### config.mk
export PLATFORM = sky130hd
export DESIGN_NAME = dmar_top
export DESIGN_NICKNAME = d
export VERILOG_FILES = /design/src/verilog/dmar_chan.v /design/src/verilog/dmar_top.v
export VERILOG_INCLUDE_DIRS = /design/src /design/src/verilog
export SDC_FILE = /design/constraint.sdc
export NUM_CORES = 1
export LEC_CHECK = 0
export ABC_AREA = 1
export BUFFER_PORTS_ARGS = -buffer_cell sky130_fd_sc_hd__buf_2
export CAP_MARGIN = 5
export CORE_ASPECT_RATIO = 0.7
export CORE_UTILIZATION = 60
export CTS_BUF_LIST = sky130_fd_sc_hd__clkbuf_4 sky130_fd_sc_hd__clkbuf_8
export DETAILED_ROUTE_END_ITERATION = 16
export GPL_TIMING_DRIVEN = 0
export PLACE_DENSITY = 0.81
export SLEW_MARGIN = 20
export SYNTH_ARGS = -nofsm -noshare
export SYNTH_HDL_FRONTEND = slang
export SYNTH_HIERARCHICAL = 1
export SYNTH_SLANG_ARGS = --single-unit
### constraint.sdc
create_clock -name i_clk -period 3.9 [get_ports i_clk]
set_input_delay 0.195 -clock i_clk [delete_from_list [all_inputs] [get_ports i_clk]]
set_output_delay 0.195 -clock i_clk [all_outputs]
set_load 0.01 [all_outputs]
### src/verilog/dmar_defines.vh
// Register addresses, field positions, commands and reset values.
`ifndef DMAR_DEFINES_VH
`define DMAR_DEFINES_VH
// Register addresses on the 4-bit parallel bus.
`define DMAR_ADDR_A_MODE 4'h0
`define DMAR_ADDR_A_STATUS 4'h1
`define DMAR_ADDR_A_COMMAND 4'h2
`define DMAR_ADDR_INPUT_CHANGE 4'h4
`define DMAR_ADDR_IRQ 4'h5
`define DMAR_ADDR_PRELOAD_UPPER 4'h6
`define DMAR_ADDR_PRELOAD_LOWER 4'h7
`define DMAR_ADDR_B_MODE 4'h8
`define DMAR_ADDR_B_STATUS 4'h9
`define DMAR_ADDR_B_COMMAND 4'hA
`define DMAR_ADDR_SCRATCH 4'hC
`define DMAR_ADDR_PIN_CONFIG 4'hD
`define DMAR_ADDR_OUT_SET 4'hE
`define DMAR_ADDR_OUT_CLEAR 4'hF
// Mode register one fields.
`define DMAR_M1_RX_FLOW 7
`define DMAR_M1_RX_INT_SEL 6
`define DMAR_M1_ERR_BLOCK 5
`define DMAR_M1_PAR_HI 4
`define DMAR_M1_PAR_LO 3
`define DMAR_M1_PAR_TYPE 2
// Parity mode codes.
`define DMAR_PAR_WITH 2'h0
`define DMAR_PAR_FORCE 2'h1
`define DMAR_PAR_NONE 2'h2
`define DMAR_PAR_MULTIDROP 2'h3
// Miscellaneous command codes in command bits 6:4.
`define DMAR_CMD_HI 6
`define DMAR_CMD_LO 4
`define DMAR_CMD_SET_PTR 3'h1
`define DMAR_CMD_RX_RESET 3'h2
`define DMAR_CMD_ERR_RESET 3'h4
`define DMAR_CMD_BRK_RESET 3'h5
// Auxiliary control fields.
`define DMAR_AUX_BAUD_SET 7
// Pin configuration fields.
`define DMAR_CFG_OUT4 4
`define DMAR_CFG_OUT5 5
`define DMAR_CFG_OUT6 6
`define DMAR_CFG_OUT7 7
// Reset values.
`define DMAR_RST_BYTE 8'h00
`define DMAR_RST_NIBBLE 4'h0
`define DMAR_RST_ERR 3'h0
`endif

### src/verilog/dmar_chan.v
// One channel: mode registers, pointer, error reporting and flow hold.
`include "dmar_defines.vh"
module dmar_chan (
   input wire i_clk,
   input wire i_sys_rst,
   input wire i_mode_wr,
   input wire i_mode_rd,
   input wire i_cmd_wr,
   input wire [7:0] i_wdata,
   input wire i_rx_ready,
   input wire i_fifo_full,
   input wire i_start_bit,
   input wire [2:0] i_top_err,
   input wire i_break_change,
   output reg [7:0] o_mode_one,
   output reg [7:0] o_mode_two,
   output reg o_mode_ptr,
   output reg [2:0] o_err_acc,
   output reg o_break_flag,
   output reg o_rts_hold,
   output wire [7:0] o_mode_rdata,
   output wire [2:0] o_err_status,
   output wire o_rx_int
);
   wire [2:0] cmd = i_wdata[`DMAR_CMD_HI:`DMAR_CMD_LO];
   wire cmd_ptr = i_cmd_wr && (cmd == `DMAR_CMD_SET_PTR);
   wire cmd_rx_rst = i_cmd_wr && (cmd == `DMAR_CMD_RX_RESET);
   wire cmd_err_rst = i_cmd_wr && (cmd == `DMAR_CMD_ERR_RESET);
   wire cmd_brk_rst = i_cmd_wr && (cmd == `DMAR_CMD_BRK_RESET);
   wire [2:0] top_now = i_rx_ready ? i_top_err : `DMAR_RST_ERR;

   // Mode data follows the pointer; the pointer moves after any mode one
   // access, and the set-pointer command brings it back.
   assign o_mode_rdata = o_mode_ptr ? o_mode_two : o_mode_one;
   // Character mode shows only the top character; block mode the OR.
   assign o_err_status = o_mode_one[`DMAR_M1_ERR_BLOCK] ?
      (o_err_acc | top_now) : top_now;
   assign o_rx_int = o_mode_one[`DMAR_M1_RX_INT_SEL] ?
      i_fifo_full : i_rx_ready;

   // Pointer and mode registers.
   always @(posedge i_clk or posedge i_sys_rst) begin
      if (i_sys_rst) begin
         o_mode_ptr <= 1'b0;
         o_mode_one <= `DMAR_RST_BYTE;
         o_mode_two <= `DMAR_RST_BYTE;
      end else begin
         if (i_mode_wr && !o_mode_ptr)
            o_mode_one <= i_wdata;
         if (i_mode_wr && o_mode_ptr)
            o_mode_two <= i_wdata;
         if (cmd_ptr)
            o_mode_ptr <= 1'b0;
         else if ((i_mode_wr || i_mode_rd) && !o_mode_ptr)
            o_mode_ptr <= 1'b1;
      end
   end

   // Error accumulation; a character arriving during a clear is kept.
   always @(posedge i_clk or posedge i_sys_rst) begin
      if (i_sys_rst) begin
         o_err_acc <= `DMAR_RST_ERR;
      end else begin
         o_err_acc <= ((cmd_err_rst || cmd_rx_rst) ? `DMAR_RST_ERR :
            o_err_acc) | top_now;
      end
   end

   // Break change flag is sticky until its reset command.
   always @(posedge i_clk or posedge i_sys_rst) begin
      if (i_sys_rst)
         o_break_flag <= 1'b0;
      else if (i_break_change)
         o_break_flag <= 1'b1;
      else if (cmd_brk_rst)
         o_break_flag <= 1'b0;
   end

   // Flow hold: a start bit against a full FIFO holds request-to-send off
   // until a FIFO position frees up. The latch bit itself is not touched.
   always @(posedge i_clk or posedge i_sys_rst) begin
      if (i_sys_rst)
         o_rts_hold <= 1'b0;
      else if (o_mode_one[`DMAR_M1_RX_FLOW] && i_start_bit && i_fifo_full)
         o_rts_hold <= 1'b1;
      else if (!i_fifo_full || !o_mode_one[`DMAR_M1_RX_FLOW] || cmd_rx_rst)
         o_rts_hold <= 1'b0;
   end
endmodule

### src/verilog/dmar_top.v
// Control and status registers of a dual asynchronous channel device.
`include "dmar_defines.vh"
module dmar_top (
   input wire i_clk,
   input wire i_sys_rst,
   input wire i_cs_n,
   input wire i_rd_n,
   input wire i_wr_n,
   input wire [3:0] i_addr,
   input wire [7:0] i_wdata,
   input wire [6:0] i_ip,
   input wire i_counter_ready,
   input wire i_a_rx_ready,
   input wire i_a_fifo_full,
   input wire i_a_start_bit,
   input wire [2:0] i_a_top_err,
   input wire i_a_overrun,
   input wire i_a_tx_empty,
   input wire i_a_tx_ready,
   input wire i_a_break_change,
   input wire i_b_rx_ready,
   input wire i_b_fifo_full,
   input wire i_b_start_bit,
   input wire [2:0] i_b_top_err,
   input wire i_b_overrun,
   input wire i_b_tx_empty,
   input wire i_b_tx_ready,
   input wire i_b_break_change,
   output reg [7:0] o_rdata,
   output reg o_irq_n,
   output reg [7:0] o_op_pins,
   output reg o_baud_set2,
   output reg [15:0] o_timer_preload,
   output reg [1:0] o_a_parity_mode,
   output reg o_a_parity_on,
   output reg o_a_multidrop,
   output reg o_a_parity_sense,
   output reg [1:0] o_b_parity_mode,
   output reg o_b_parity_on,
   output reg o_b_multidrop,
   output reg o_b_parity_sense
);
   reg [7:0] aux_control;
   reg [7:0] irq_mask;
   reg [7:0] timer_preload_upper;
   reg [7:0] timer_preload_lower;
   reg [7:0] scratch;
   reg [7:0] output_latch;
   reg [7:0] output_pin_config;
   reg [3:0] ip_delta;
   reg [3:0] ip_prev;
   reg ip_primed;
   reg acc_busy;
   reg [7:0] next_rdata;
   reg [7:0] next_pins;
   wire [7:0] a_mode_one;
   wire [7:0] b_mode_one;
   wire [7:0] a_mode_rdata;
   wire [7:0] b_mode_rdata;
   wire [2:0] a_err;
   wire [2:0] b_err;
   wire a_rx_int;
   wire b_rx_int;
   wire a_hold;
   wire b_hold;
   wire a_brk;
   wire b_brk;
   wire [7:0] irq_status;

   // Parity is generated and checked in the with and force modes only.
   function dmar_par_on;
      input [1:0] mode;
      begin
         dmar_par_on = (mode == `DMAR_PAR_WITH) ||
            (mode == `DMAR_PAR_FORCE);
      end
   endfunction

   // One access per strobe: the first cycle of a low strobe is taken.
   wire rd_act = !i_cs_n && !i_rd_n;
   wire wr_act = !i_cs_n && !i_wr_n;
   wire rd_go = rd_act && !acc_busy;
   wire wr_go = wr_act && !acc_busy;

   // True for a taken access aimed at one register address.
   function dmar_hit;
      input go;
      input [3:0] addr;
      input [3:0] target;
      begin
         dmar_hit = go && (addr == target);
      end
   endfunction

   // Strobe history. A slow processor may hold a strobe for many clocks;
   // without this, one read of the input change register would clear
   // deltas on every edge and a held mode write would land in both.
   always @(posedge i_clk or posedge i_sys_rst) begin
      if (i_sys_rst)
         acc_busy <= 1'b0;
      else
         acc_busy <= rd_act || wr_act;
   end

   dmar_chan u_chan_a (
      .i_clk(i_clk),
      .i_sys_rst(i_sys_rst),
      .i_mode_wr(dmar_hit(wr_go, i_addr, `DMAR_ADDR_A_MODE)),
      .i_mode_rd(dmar_hit(rd_go, i_addr, `DMAR_ADDR_A_MODE)),
      .i_cmd_wr(dmar_hit(wr_go, i_addr, `DMAR_ADDR_A_COMMAND)),
      .i_wdata(i_wdata),
      .i_rx_ready(i_a_rx_ready),
      .i_fifo_full(i_a_fifo_full),
      .i_start_bit(i_a_start_bit),
      .i_top_err(i_a_top_err),
      .i_break_change(i_a_break_change),
      .o_mode_one(a_mode_one),
      .o_mode_two(),
      .o_mode_ptr(),
      .o_err_acc(),
      .o_break_flag(a_brk),
      .o_rts_hold(a_hold),
      .o_mode_rdata(a_mode_rdata),
      .o_err_status(a_err),
      .o_rx_int(a_rx_int)
   );

   dmar_chan u_chan_b (
      .i_clk(i_clk),
      .i_sys_rst(i_sys_rst),
      .i_mode_wr(dmar_hit(wr_go, i_addr, `DMAR_ADDR_B_MODE)),
      .i_mode_rd(dmar_hit(rd_go, i_addr, `DMAR_ADDR_B_MODE)),
      .i_cmd_wr(dmar_hit(wr_go, i_addr, `DMAR_ADDR_B_COMMAND)),
      .i_wdata(i_wdata),
      .i_rx_ready(i_b_rx_ready),
      .i_fifo_full(i_b_fifo_full),
      .i_start_bit(i_b_start_bit),
      .i_top_err(i_b_top_err),
      .i_break_change(i_b_break_change),
      .o_mode_one(b_mode_one),
      .o_mode_two(),
      .o_mode_ptr(),
      .o_err_acc(),
      .o_break_flag(b_brk),
      .o_rts_hold(b_hold),
      .o_mode_rdata(b_mode_rdata),
      .o_err_status(b_err),
      .o_rx_int(b_rx_int)
   );

   // Interrupt status: the input change bit honours the enables in the
   // auxiliary control register.
   assign irq_status = {|(ip_delta & aux_control[3:0]), b_brk, b_rx_int,
      i_b_tx_ready, i_counter_ready, a_brk, a_rx_int, i_a_tx_ready};

   // Writable registers.
   always @(posedge i_clk or posedge i_sys_rst) begin
      if (i_sys_rst) begin
         aux_control <= `DMAR_RST_BYTE;
         irq_mask <= `DMAR_RST_BYTE;
         timer_preload_upper <= `DMAR_RST_BYTE;
         timer_preload_lower <= `DMAR_RST_BYTE;
         scratch <= `DMAR_RST_BYTE;
         output_pin_config <= `DMAR_RST_BYTE;
         output_latch <= `DMAR_RST_BYTE;
      end else begin
         if (dmar_hit(wr_go, i_addr, `DMAR_ADDR_INPUT_CHANGE))
            aux_control <= i_wdata;
         if (dmar_hit(wr_go, i_addr, `DMAR_ADDR_IRQ))
            irq_mask <= i_wdata;
         if (dmar_hit(wr_go, i_addr, `DMAR_ADDR_PRELOAD_UPPER))
            timer_preload_upper <= i_wdata;
         if (dmar_hit(wr_go, i_addr, `DMAR_ADDR_PRELOAD_LOWER))
            timer_preload_lower <= i_wdata;
         if (dmar_hit(wr_go, i_addr, `DMAR_ADDR_SCRATCH))
            scratch <= i_wdata;
         if (dmar_hit(wr_go, i_addr, `DMAR_ADDR_PIN_CONFIG))
            output_pin_config <= i_wdata;
         if (dmar_hit(wr_go, i_addr, `DMAR_ADDR_OUT_SET))
            output_latch <= output_latch | i_wdata;
         else if (dmar_hit(wr_go, i_addr, `DMAR_ADDR_OUT_CLEAR))
            output_latch <= output_latch & ~i_wdata;
      end
   end

   // Input change detection. The first cycle after reset only primes
   // the history, so a non-zero input at reset is not a change.
   always @(posedge i_clk or posedge i_sys_rst) begin
      if (i_sys_rst) begin
         ip_prev <= `DMAR_RST_NIBBLE;
         ip_primed <= 1'b0;
         ip_delta <= `DMAR_RST_NIBBLE;
      end else begin
         ip_prev <= i_ip[3:0];
         ip_primed <= 1'b1;
         // A change seen during the clearing read is kept.
         ip_delta <= (dmar_hit(rd_go, i_addr, `DMAR_ADDR_INPUT_CHANGE) ?
            `DMAR_RST_NIBBLE : ip_delta) |
            (ip_primed ? (i_ip[3:0] ^ ip_prev) : `DMAR_RST_NIBBLE);
      end
   end

   // Read multiplexer; unmapped and command-only addresses read zero.
   always @* begin
      next_rdata = o_rdata;
      if (rd_go) begin
         case (i_addr)
            `DMAR_ADDR_A_MODE: next_rdata = a_mode_rdata;
            `DMAR_ADDR_A_STATUS: next_rdata = {a_err, i_a_overrun,
               i_a_tx_empty, i_a_tx_ready, i_a_fifo_full, i_a_rx_ready};
            `DMAR_ADDR_INPUT_CHANGE: next_rdata = {ip_delta, i_ip[3:0]};
            `DMAR_ADDR_IRQ: next_rdata = irq_status;
            `DMAR_ADDR_PRELOAD_UPPER: next_rdata = timer_preload_upper;
            `DMAR_ADDR_PRELOAD_LOWER: next_rdata = timer_preload_lower;
            `DMAR_ADDR_B_MODE: next_rdata = b_mode_rdata;
            `DMAR_ADDR_B_STATUS: next_rdata = {b_err, i_b_overrun,
               i_b_tx_empty, i_b_tx_ready, i_b_fifo_full, i_b_rx_ready};
            `DMAR_ADDR_SCRATCH: next_rdata = scratch;
            `DMAR_ADDR_PIN_CONFIG: next_rdata = {1'b0, i_ip};
            default: next_rdata = `DMAR_RST_BYTE;
         endcase
      end
   end

   // Output pins are low for a latch one, except pins 4-7 when the pin configuration selects a status. Pins 0 and 1 are also forced
   // high by the receiver flow hold without touching the latch.
   always @* begin
      next_pins = ~output_latch;
      next_pins[0] = ~(output_latch[0] && !a_hold);
      next_pins[1] = ~(output_latch[1] && !b_hold);
      if (output_pin_config[`DMAR_CFG_OUT4])
         next_pins[4] = ~a_rx_int;
      if (output_pin_config[`DMAR_CFG_OUT5])
         next_pins[5] = ~b_rx_int;
      if (output_pin_config[`DMAR_CFG_OUT6])
         next_pins[6] = ~i_a_tx_ready;
      if (output_pin_config[`DMAR_CFG_OUT7])
         next_pins[7] = ~i_b_tx_ready;
   end

   // Registered outputs.
   always @(posedge i_clk or posedge i_sys_rst) begin
      if (i_sys_rst) begin
         o_rdata <= `DMAR_RST_BYTE;
         o_irq_n <= 1'b1;
         o_op_pins <= ~`DMAR_RST_BYTE;
         o_baud_set2 <= 1'b0;
         o_timer_preload <= {`DMAR_RST_BYTE, `DMAR_RST_BYTE};
         o_a_parity_mode <= `DMAR_PAR_WITH;
         o_a_parity_on <= 1'b1;
         o_a_multidrop <= 1'b0;
         o_a_parity_sense <= 1'b0;
         o_b_parity_mode <= `DMAR_PAR_WITH;
         o_b_parity_on <= 1'b1;
         o_b_multidrop <= 1'b0;
         o_b_parity_sense <= 1'b0;
      end else begin
         o_rdata <= next_rdata;
         o_irq_n <= ~|(irq_status & irq_mask);
         o_op_pins <= next_pins;
         o_baud_set2 <= aux_control[`DMAR_AUX_BAUD_SET];
         o_timer_preload <= {timer_preload_upper,
            timer_preload_lower};
         o_a_parity_mode <= a_mode_one[`DMAR_M1_PAR_HI:`DMAR_M1_PAR_LO];
         o_a_parity_on <= dmar_par_on(
            a_mode_one[`DMAR_M1_PAR_HI:`DMAR_M1_PAR_LO]);
         o_a_multidrop <= (a_mode_one[`DMAR_M1_PAR_HI:`DMAR_M1_PAR_LO] ==
            `DMAR_PAR_MULTIDROP);
         // Sense bit is meaningless with no parity, so it is masked.
         o_a_parity_sense <= a_mode_one[`DMAR_M1_PAR_TYPE] &&
            (a_mode_one[`DMAR_M1_PAR_HI:`DMAR_M1_PAR_LO] !=
            `DMAR_PAR_NONE);
         o_b_parity_mode <= b_mode_one[`DMAR_M1_PAR_HI:`DMAR_M1_PAR_LO];
         o_b_parity_on <= dmar_par_on(
            b_mode_one[`DMAR_M1_PAR_HI:`DMAR_M1_PAR_LO]);
         o_b_multidrop <= (b_mode_one[`DMAR_M1_PAR_HI:`DMAR_M1_PAR_LO] ==
            `DMAR_PAR_MULTIDROP);
         o_b_parity_sense <= b_mode_one[`DMAR_M1_PAR_TYPE] &&
            (b_mode_one[`DMAR_M1_PAR_HI:`DMAR_M1_PAR_LO] !=
            `DMAR_PAR_NONE);
      end
   end
endmodule
==> run_summary.xml <==
<?xml version="1.0" encoding="UTF-8"?>
<metrics>
  <group name="hold_path">
    <metric name="min_path_type" unit="">input pin to register</metric>
    <metric name="worst_hold_path.endpoint" unit="">u_chan_a/o_err_acc[0]</metric>
    <metric name="worstHoldPathCells" unit="">3</metric>
    <metric name="holdCritStartpoint" unit="">i_a_top_err[0]</metric>
  </group>
  <group name="cts">
    <metric name="tritoncts_clock_tree" unit="">built</metric>
    <metric name="number_of_buffers_on_the_longest_clock_path" unit="">2</metric>
    <metric name="clk_transition_reported_paths" unit="ns">0.08</metric>
    <metric name="clk_root_buf" unit="">sky130_fd_sc_hd__clkbuf_8</metric>
    <metric name="worstSkewPairLatency" unit="ns">0.46</metric>
    <metric name="clock_sinks" unit="">147</metric>
    <metric name="cts_buffers" unit="">17</metric>
    <metric name="cts_post_setup_buffers_inserted" unit="">0</metric>
    <metric name="clock_tree.htree_level_count" unit="">4</metric>
  </group>
  <group name="sta">
    <metric name="layout_min_cycle_time" unit="ns">2.11</metric>
    <metric name="finClkSkew" unit="ns">0.0137</metric>
    <metric name="max_freq" unit="GHz">0.474</metric>
    <metric name="worst_pin_slew" unit="ns">0.876</metric>
    <metric name="final_cycle_share" unit="">0.541</metric>
    <metric name="rsz0062_at_grt" unit="">no</metric>
    <metric name="final-setup-viol-count" unit="">0</metric>
    <metric name="finalMaxSlewViolations" unit="">0</metric>
    <metric name="final.setup.tns" unit="ns">0</metric>
    <metric name="timing_hold_violations_final" unit="">0</metric>
    <metric name="slew-limit-headroom" unit="">0.415</metric>
  </group>
  <group name="placed_design">
    <metric name="finalWeightedCongestion" unit="">0.932</metric>
    <metric name="hpwlAfterDp" unit="um">14000</metric>
    <metric name="dpl-instance-area" unit="mm2">0.00735</metric>
    <metric name="port_bufs" unit="">88</metric>
  </group>
  <group name="critical_path">
    <metric name="reg2regPathDepth" unit="">10</metric>
    <metric name="cp-end-kind" unit="">register</metric>
    <metric name="cpPeakStageDelay" unit="ns">0.53</metric>
    <metric name="worstReg2RegEnd" unit="">u_chan_b/o_err_acc[1]</metric>
    <metric name="critical_path_peak_fanout" unit="">7</metric>
    <metric name="critPathArrivalTime" unit="ns">2.46</metric>
    <metric name="ff2ff_setup_slack" unit="ns">1.92</metric>
    <metric name="critical_path_required_time" unit="ns">4.25</metric>
    <metric name="path_cells" unit="">dlygate4sd3_1, buf_2, nor2_1, nand2_1, inv_2, nand3_1, nor2_1, inv_1, nor2_1, nand2_1, nand3_1, nand2_1</metric>
    <metric name="regToRegStartpoint" unit="">acc_busy</metric>
    <metric name="crit_type" unit="">input pin to register</metric>
    <metric name="worst_setup_path_startpoint" unit="">i_cs_n</metric>
    <metric name="cpMaxStageDelayCell" unit="">sky130_fd_sc_hd__dlygate4sd3_1</metric>
    <metric name="start_kind" unit="">input pin</metric>
  </group>
  <group name="synth">
    <metric name="synth.top_cells.by_count" unit="">sky130_fd_sc_hd__nand2_1 (288), sky130_fd_sc_hd__dfrtp_1 (136), sky130_fd_sc_hd__inv_1 (63)</metric>
    <metric name="cell_accounting_for_the_most_synthesized_area" unit="">sky130_fd_sc_hd__dfrtp_1</metric>
    <metric name="synthesis.area_per_instance" unit="um2">8.75</metric>
    <metric name="yosys.area.top_type_share" unit="">0.508</metric>
    <metric name="netlist_area" unit="mm2">0.00669</metric>
    <metric name="ys_top_cells_by_area" unit="">sky130_fd_sc_hd__dfrtp_1 (51%), sky130_fd_sc_hd__nand2_1 (16%), sky130_fd_sc_hd__nand3_1 (4.3%)</metric>
    <metric name="post-synth-top-count-cell" unit="">sky130_fd_sc_hd__nand2_1</metric>
    <metric name="yosysWarningCount" unit="">6</metric>
    <metric name="register_bit_total_from_synthesis" unit="">147</metric>
    <metric name="postSynth.asyncResetShare" unit="">1.00</metric>
    <metric name="yosysUniqueCellTypes" unit="">31</metric>
    <metric name="synth_cells" unit="">765</metric>
    <metric name="synth.yosys.seq_area_share" unit="">0.552</metric>
    <metric name="mappedNetlistNets" unit="">810</metric>
    <metric name="dominantRegCellSynth" unit="">sky130_fd_sc_hd__dfrtp_1</metric>
    <metric name="synth_enable_flop_cells" unit="">0</metric>
  </group>
  <group name="grt">
    <metric name="global_route_wire_length_before_repair" unit="um">30400</metric>
    <metric name="grt_overflow" unit="">0</metric>
    <metric name="grt_usage" unit="">0.357</metric>
    <metric name="grt_start_max_net_pins" unit="">61</metric>
    <metric name="grt_antenna_before_repair" unit="">0</metric>
    <metric name="grt_pass1_vias" unit="">5601</metric>
  </group>
  <group name="floorplanning">
    <metric name="die_area" unit="mm2">0.0116</metric>
    <metric name="die_width" unit="um">128</metric>
    <metric name="ioPinCount" unit="">89</metric>
    <metric name="initial_utilization" unit="">0.632</metric>
    <metric name="placement_rows" unit="">31</metric>
    <metric name="placeableCoreArea" unit="mm2">0.0106</metric>
    <metric name="die_y" unit="um">90.4</metric>
  </group>
  <group name="routing">
    <metric name="route.final.wire_length" unit="um">19300</metric>
    <metric name="wl_per_cell" unit="um">18.4</metric>
    <metric name="post_drt_via_cell_ratio" unit="">5.59</metric>
    <metric name="drt-initial-drc-count" unit="">631</metric>
    <metric name="vias" unit="">5867</metric>
    <metric name="ant_nets" unit="">0</metric>
    <metric name="drc_errors" unit="">0</metric>
    <metric name="drt_pass1_iterations" unit="">5</metric>
  </group>
  <group name="job">
    <metric name="cap_violations" unit="">0</metric>
  </group>
  <group name="power_and_ir_drop">
    <metric name="p_leak" unit="nW">4.17</metric>
    <metric name="power_density" unit="mW/mm2">475</metric>
    <metric name="power.ir.vdd_worst" unit="V">0.000344</metric>
  </group>
  <group name="cells_and_area">
    <metric name="nNetsFinal" unit="">934</metric>
    <metric name="antenna_cells" unit="">0</metric>
    <metric name="post-route-cell-area" unit="mm2">0.00793</metric>
    <metric name="syn2layout_area_growth" unit="%">18.5</metric>
    <metric name="finalCoreUtilization" unit="">0.749</metric>
    <metric name="drive_above_1_share" unit="">0.244</metric>
  </group>
  <group name="run_status">
    <metric name="status" unit="">complete, no violations</metric>
  </group>
</metrics>
repair_timing:
action,CTS,global route
resized for setup,0,0
hold buffers,16,0
setup endpoints to repair,0,0
endpoints found under the hold margin,99,0
logic make-up (layout without fill, tap and decap cells):
group | Yosys count | after routing | synth area share
DFF | 147 | 147 | 0.552
buffers and inverters | 89 | 226 | 0.0624
AOI/OAI and AO/OA | 102 | 102 | 0.0979
other | 1 | 1 | 0.000560
muxes | 4 | 4 | 0.00598
and+or+nand+nor | 422 | 422 | 0.281
cells in the final DEF, fill, tap and decap left out, types with 3 or more instances in the layout:
cell type,count
sky130_fd_sc_hd__nand3_2,10
sky130_fd_sc_hd__inv_2,7
sky130_fd_sc_hd__dfstp_2,11
sky130_fd_sc_hd__inv_1,62
sky130_fd_sc_hd__nand2_4,6
sky130_fd_sc_hd__nor2_4,7
sky130_fd_sc_hd__bufinv_16,3
sky130_fd_sc_hd__nor3_1,4
sky130_fd_sc_hd__mux2i_1,4
sky130_fd_sc_hd__clkinv_2,3
sky130_fd_sc_hd__nand3_1,58
sky130_fd_sc_hd__clkbuf_8,17
sky130_fd_sc_hd__o21a_1,3
sky130_fd_sc_hd__buf_6,9
sky130_fd_sc_hd__nor2_1,37
sky130_fd_sc_hd__buf_2,94
sky130_fd_sc_hd__dlygate4sd3_1,16
sky130_fd_sc_hd__nand2_1,288
sky130_fd_sc_hd__o21ai_0,24
sky130_fd_sc_hd__nand4_1,5
sky130_fd_sc_hd__a21oi_1,3
sky130_fd_sc_hd__o22ai_1,4
sky130_fd_sc_hd__inv_6,6
sky130_fd_sc_hd__o21ai_2,32
sky130_fd_sc_hd__o21ai_1,30
sky130_fd_sc_hd__dfrtp_1,136
sky130_fd_sc_hd__nand2_2,4
power breakdown:
part           total [mW]  leakage (nW)  switching, mW  internal [mW]
combinational       0.633          2.10          0.404          0.229
clock                1.27         0.208          0.619          0.649
sequential           1.86          1.86          0.124           1.74
total                3.76          4.17           1.15           2.62
sequential cells by signal, indices dropped and copies added (netlist names), 5 cells and up, named ones only:
signal               cells
scratch                  8
u_chan_b/o_mode_one      8
o_op_pins                8
timer_preload_upper      8
u_chan_a/o_mode_two      8
aux_control              5
o_rdata                  8
irq_mask                 8
o_timer_preload         16
u_chan_b/o_mode_two      8
u_chan_a/o_mode_one      8
timer_preload_lower      8
through the flow:
step / power [mW] / cells / setup slack, ns / hold WS, ns
6_report: 3.76 / 1050 / 1.79 / 0.0270
5_1_grt: 3.91 / 1050 / 1.67 / 0.00983
4_1_cts: 3.76 / 1050 / 1.91 / 0.00234
3_5_place_dp: 2.50 / 1002 / 1.87 / 0.258
3_3_place_gp: 2.46 / 1001 / -0.0308 / 0.359
2_1_floorplan: 2.24 / 765 / 1.02 / 0.184
worst max-delay path by stage:
stage,slack (ns),cells past startpoint,endpoint
3_5_place_dp,1.87,10,u_chan_a/o_mode_one[3]
6_report,1.79,12,u_chan_b/o_err_acc[1]
5_1_grt,1.67,12,u_chan_b/o_err_acc[2]
2_1_floorplan,1.02,1,async pin
4_1_cts,1.91,12,u_chan_b/o_err_acc[1]
3_3_place_gp,-0.03,2,o_b_parity_sense
worst max-delay path: cells and delay by family:
kind | cells | cell delay, ns
and+or+nand+nor | 8 | 1.20
buffers and inverters | 4 | 1.05
layout make-up:
class / count / area [um2]
timing repair buffer: 105 / 628
clock inverter: 14 / 176
buffer: 18 / 150
fill: 807 / 2660
multi-input combinational: 529 / 2580
sequential: 147 / 3690
inverter: 71 / 273
clock buffer: 18 / 241
tap: 148 / 185
metal layers:
metal  part of all wire  global-route usage
met1               0.43               0.525
met2               0.45               0.521
met3               0.11               0.101
met4              0.015              0.0882
met5                  0                   0
(Power assumes the default switching activity.)
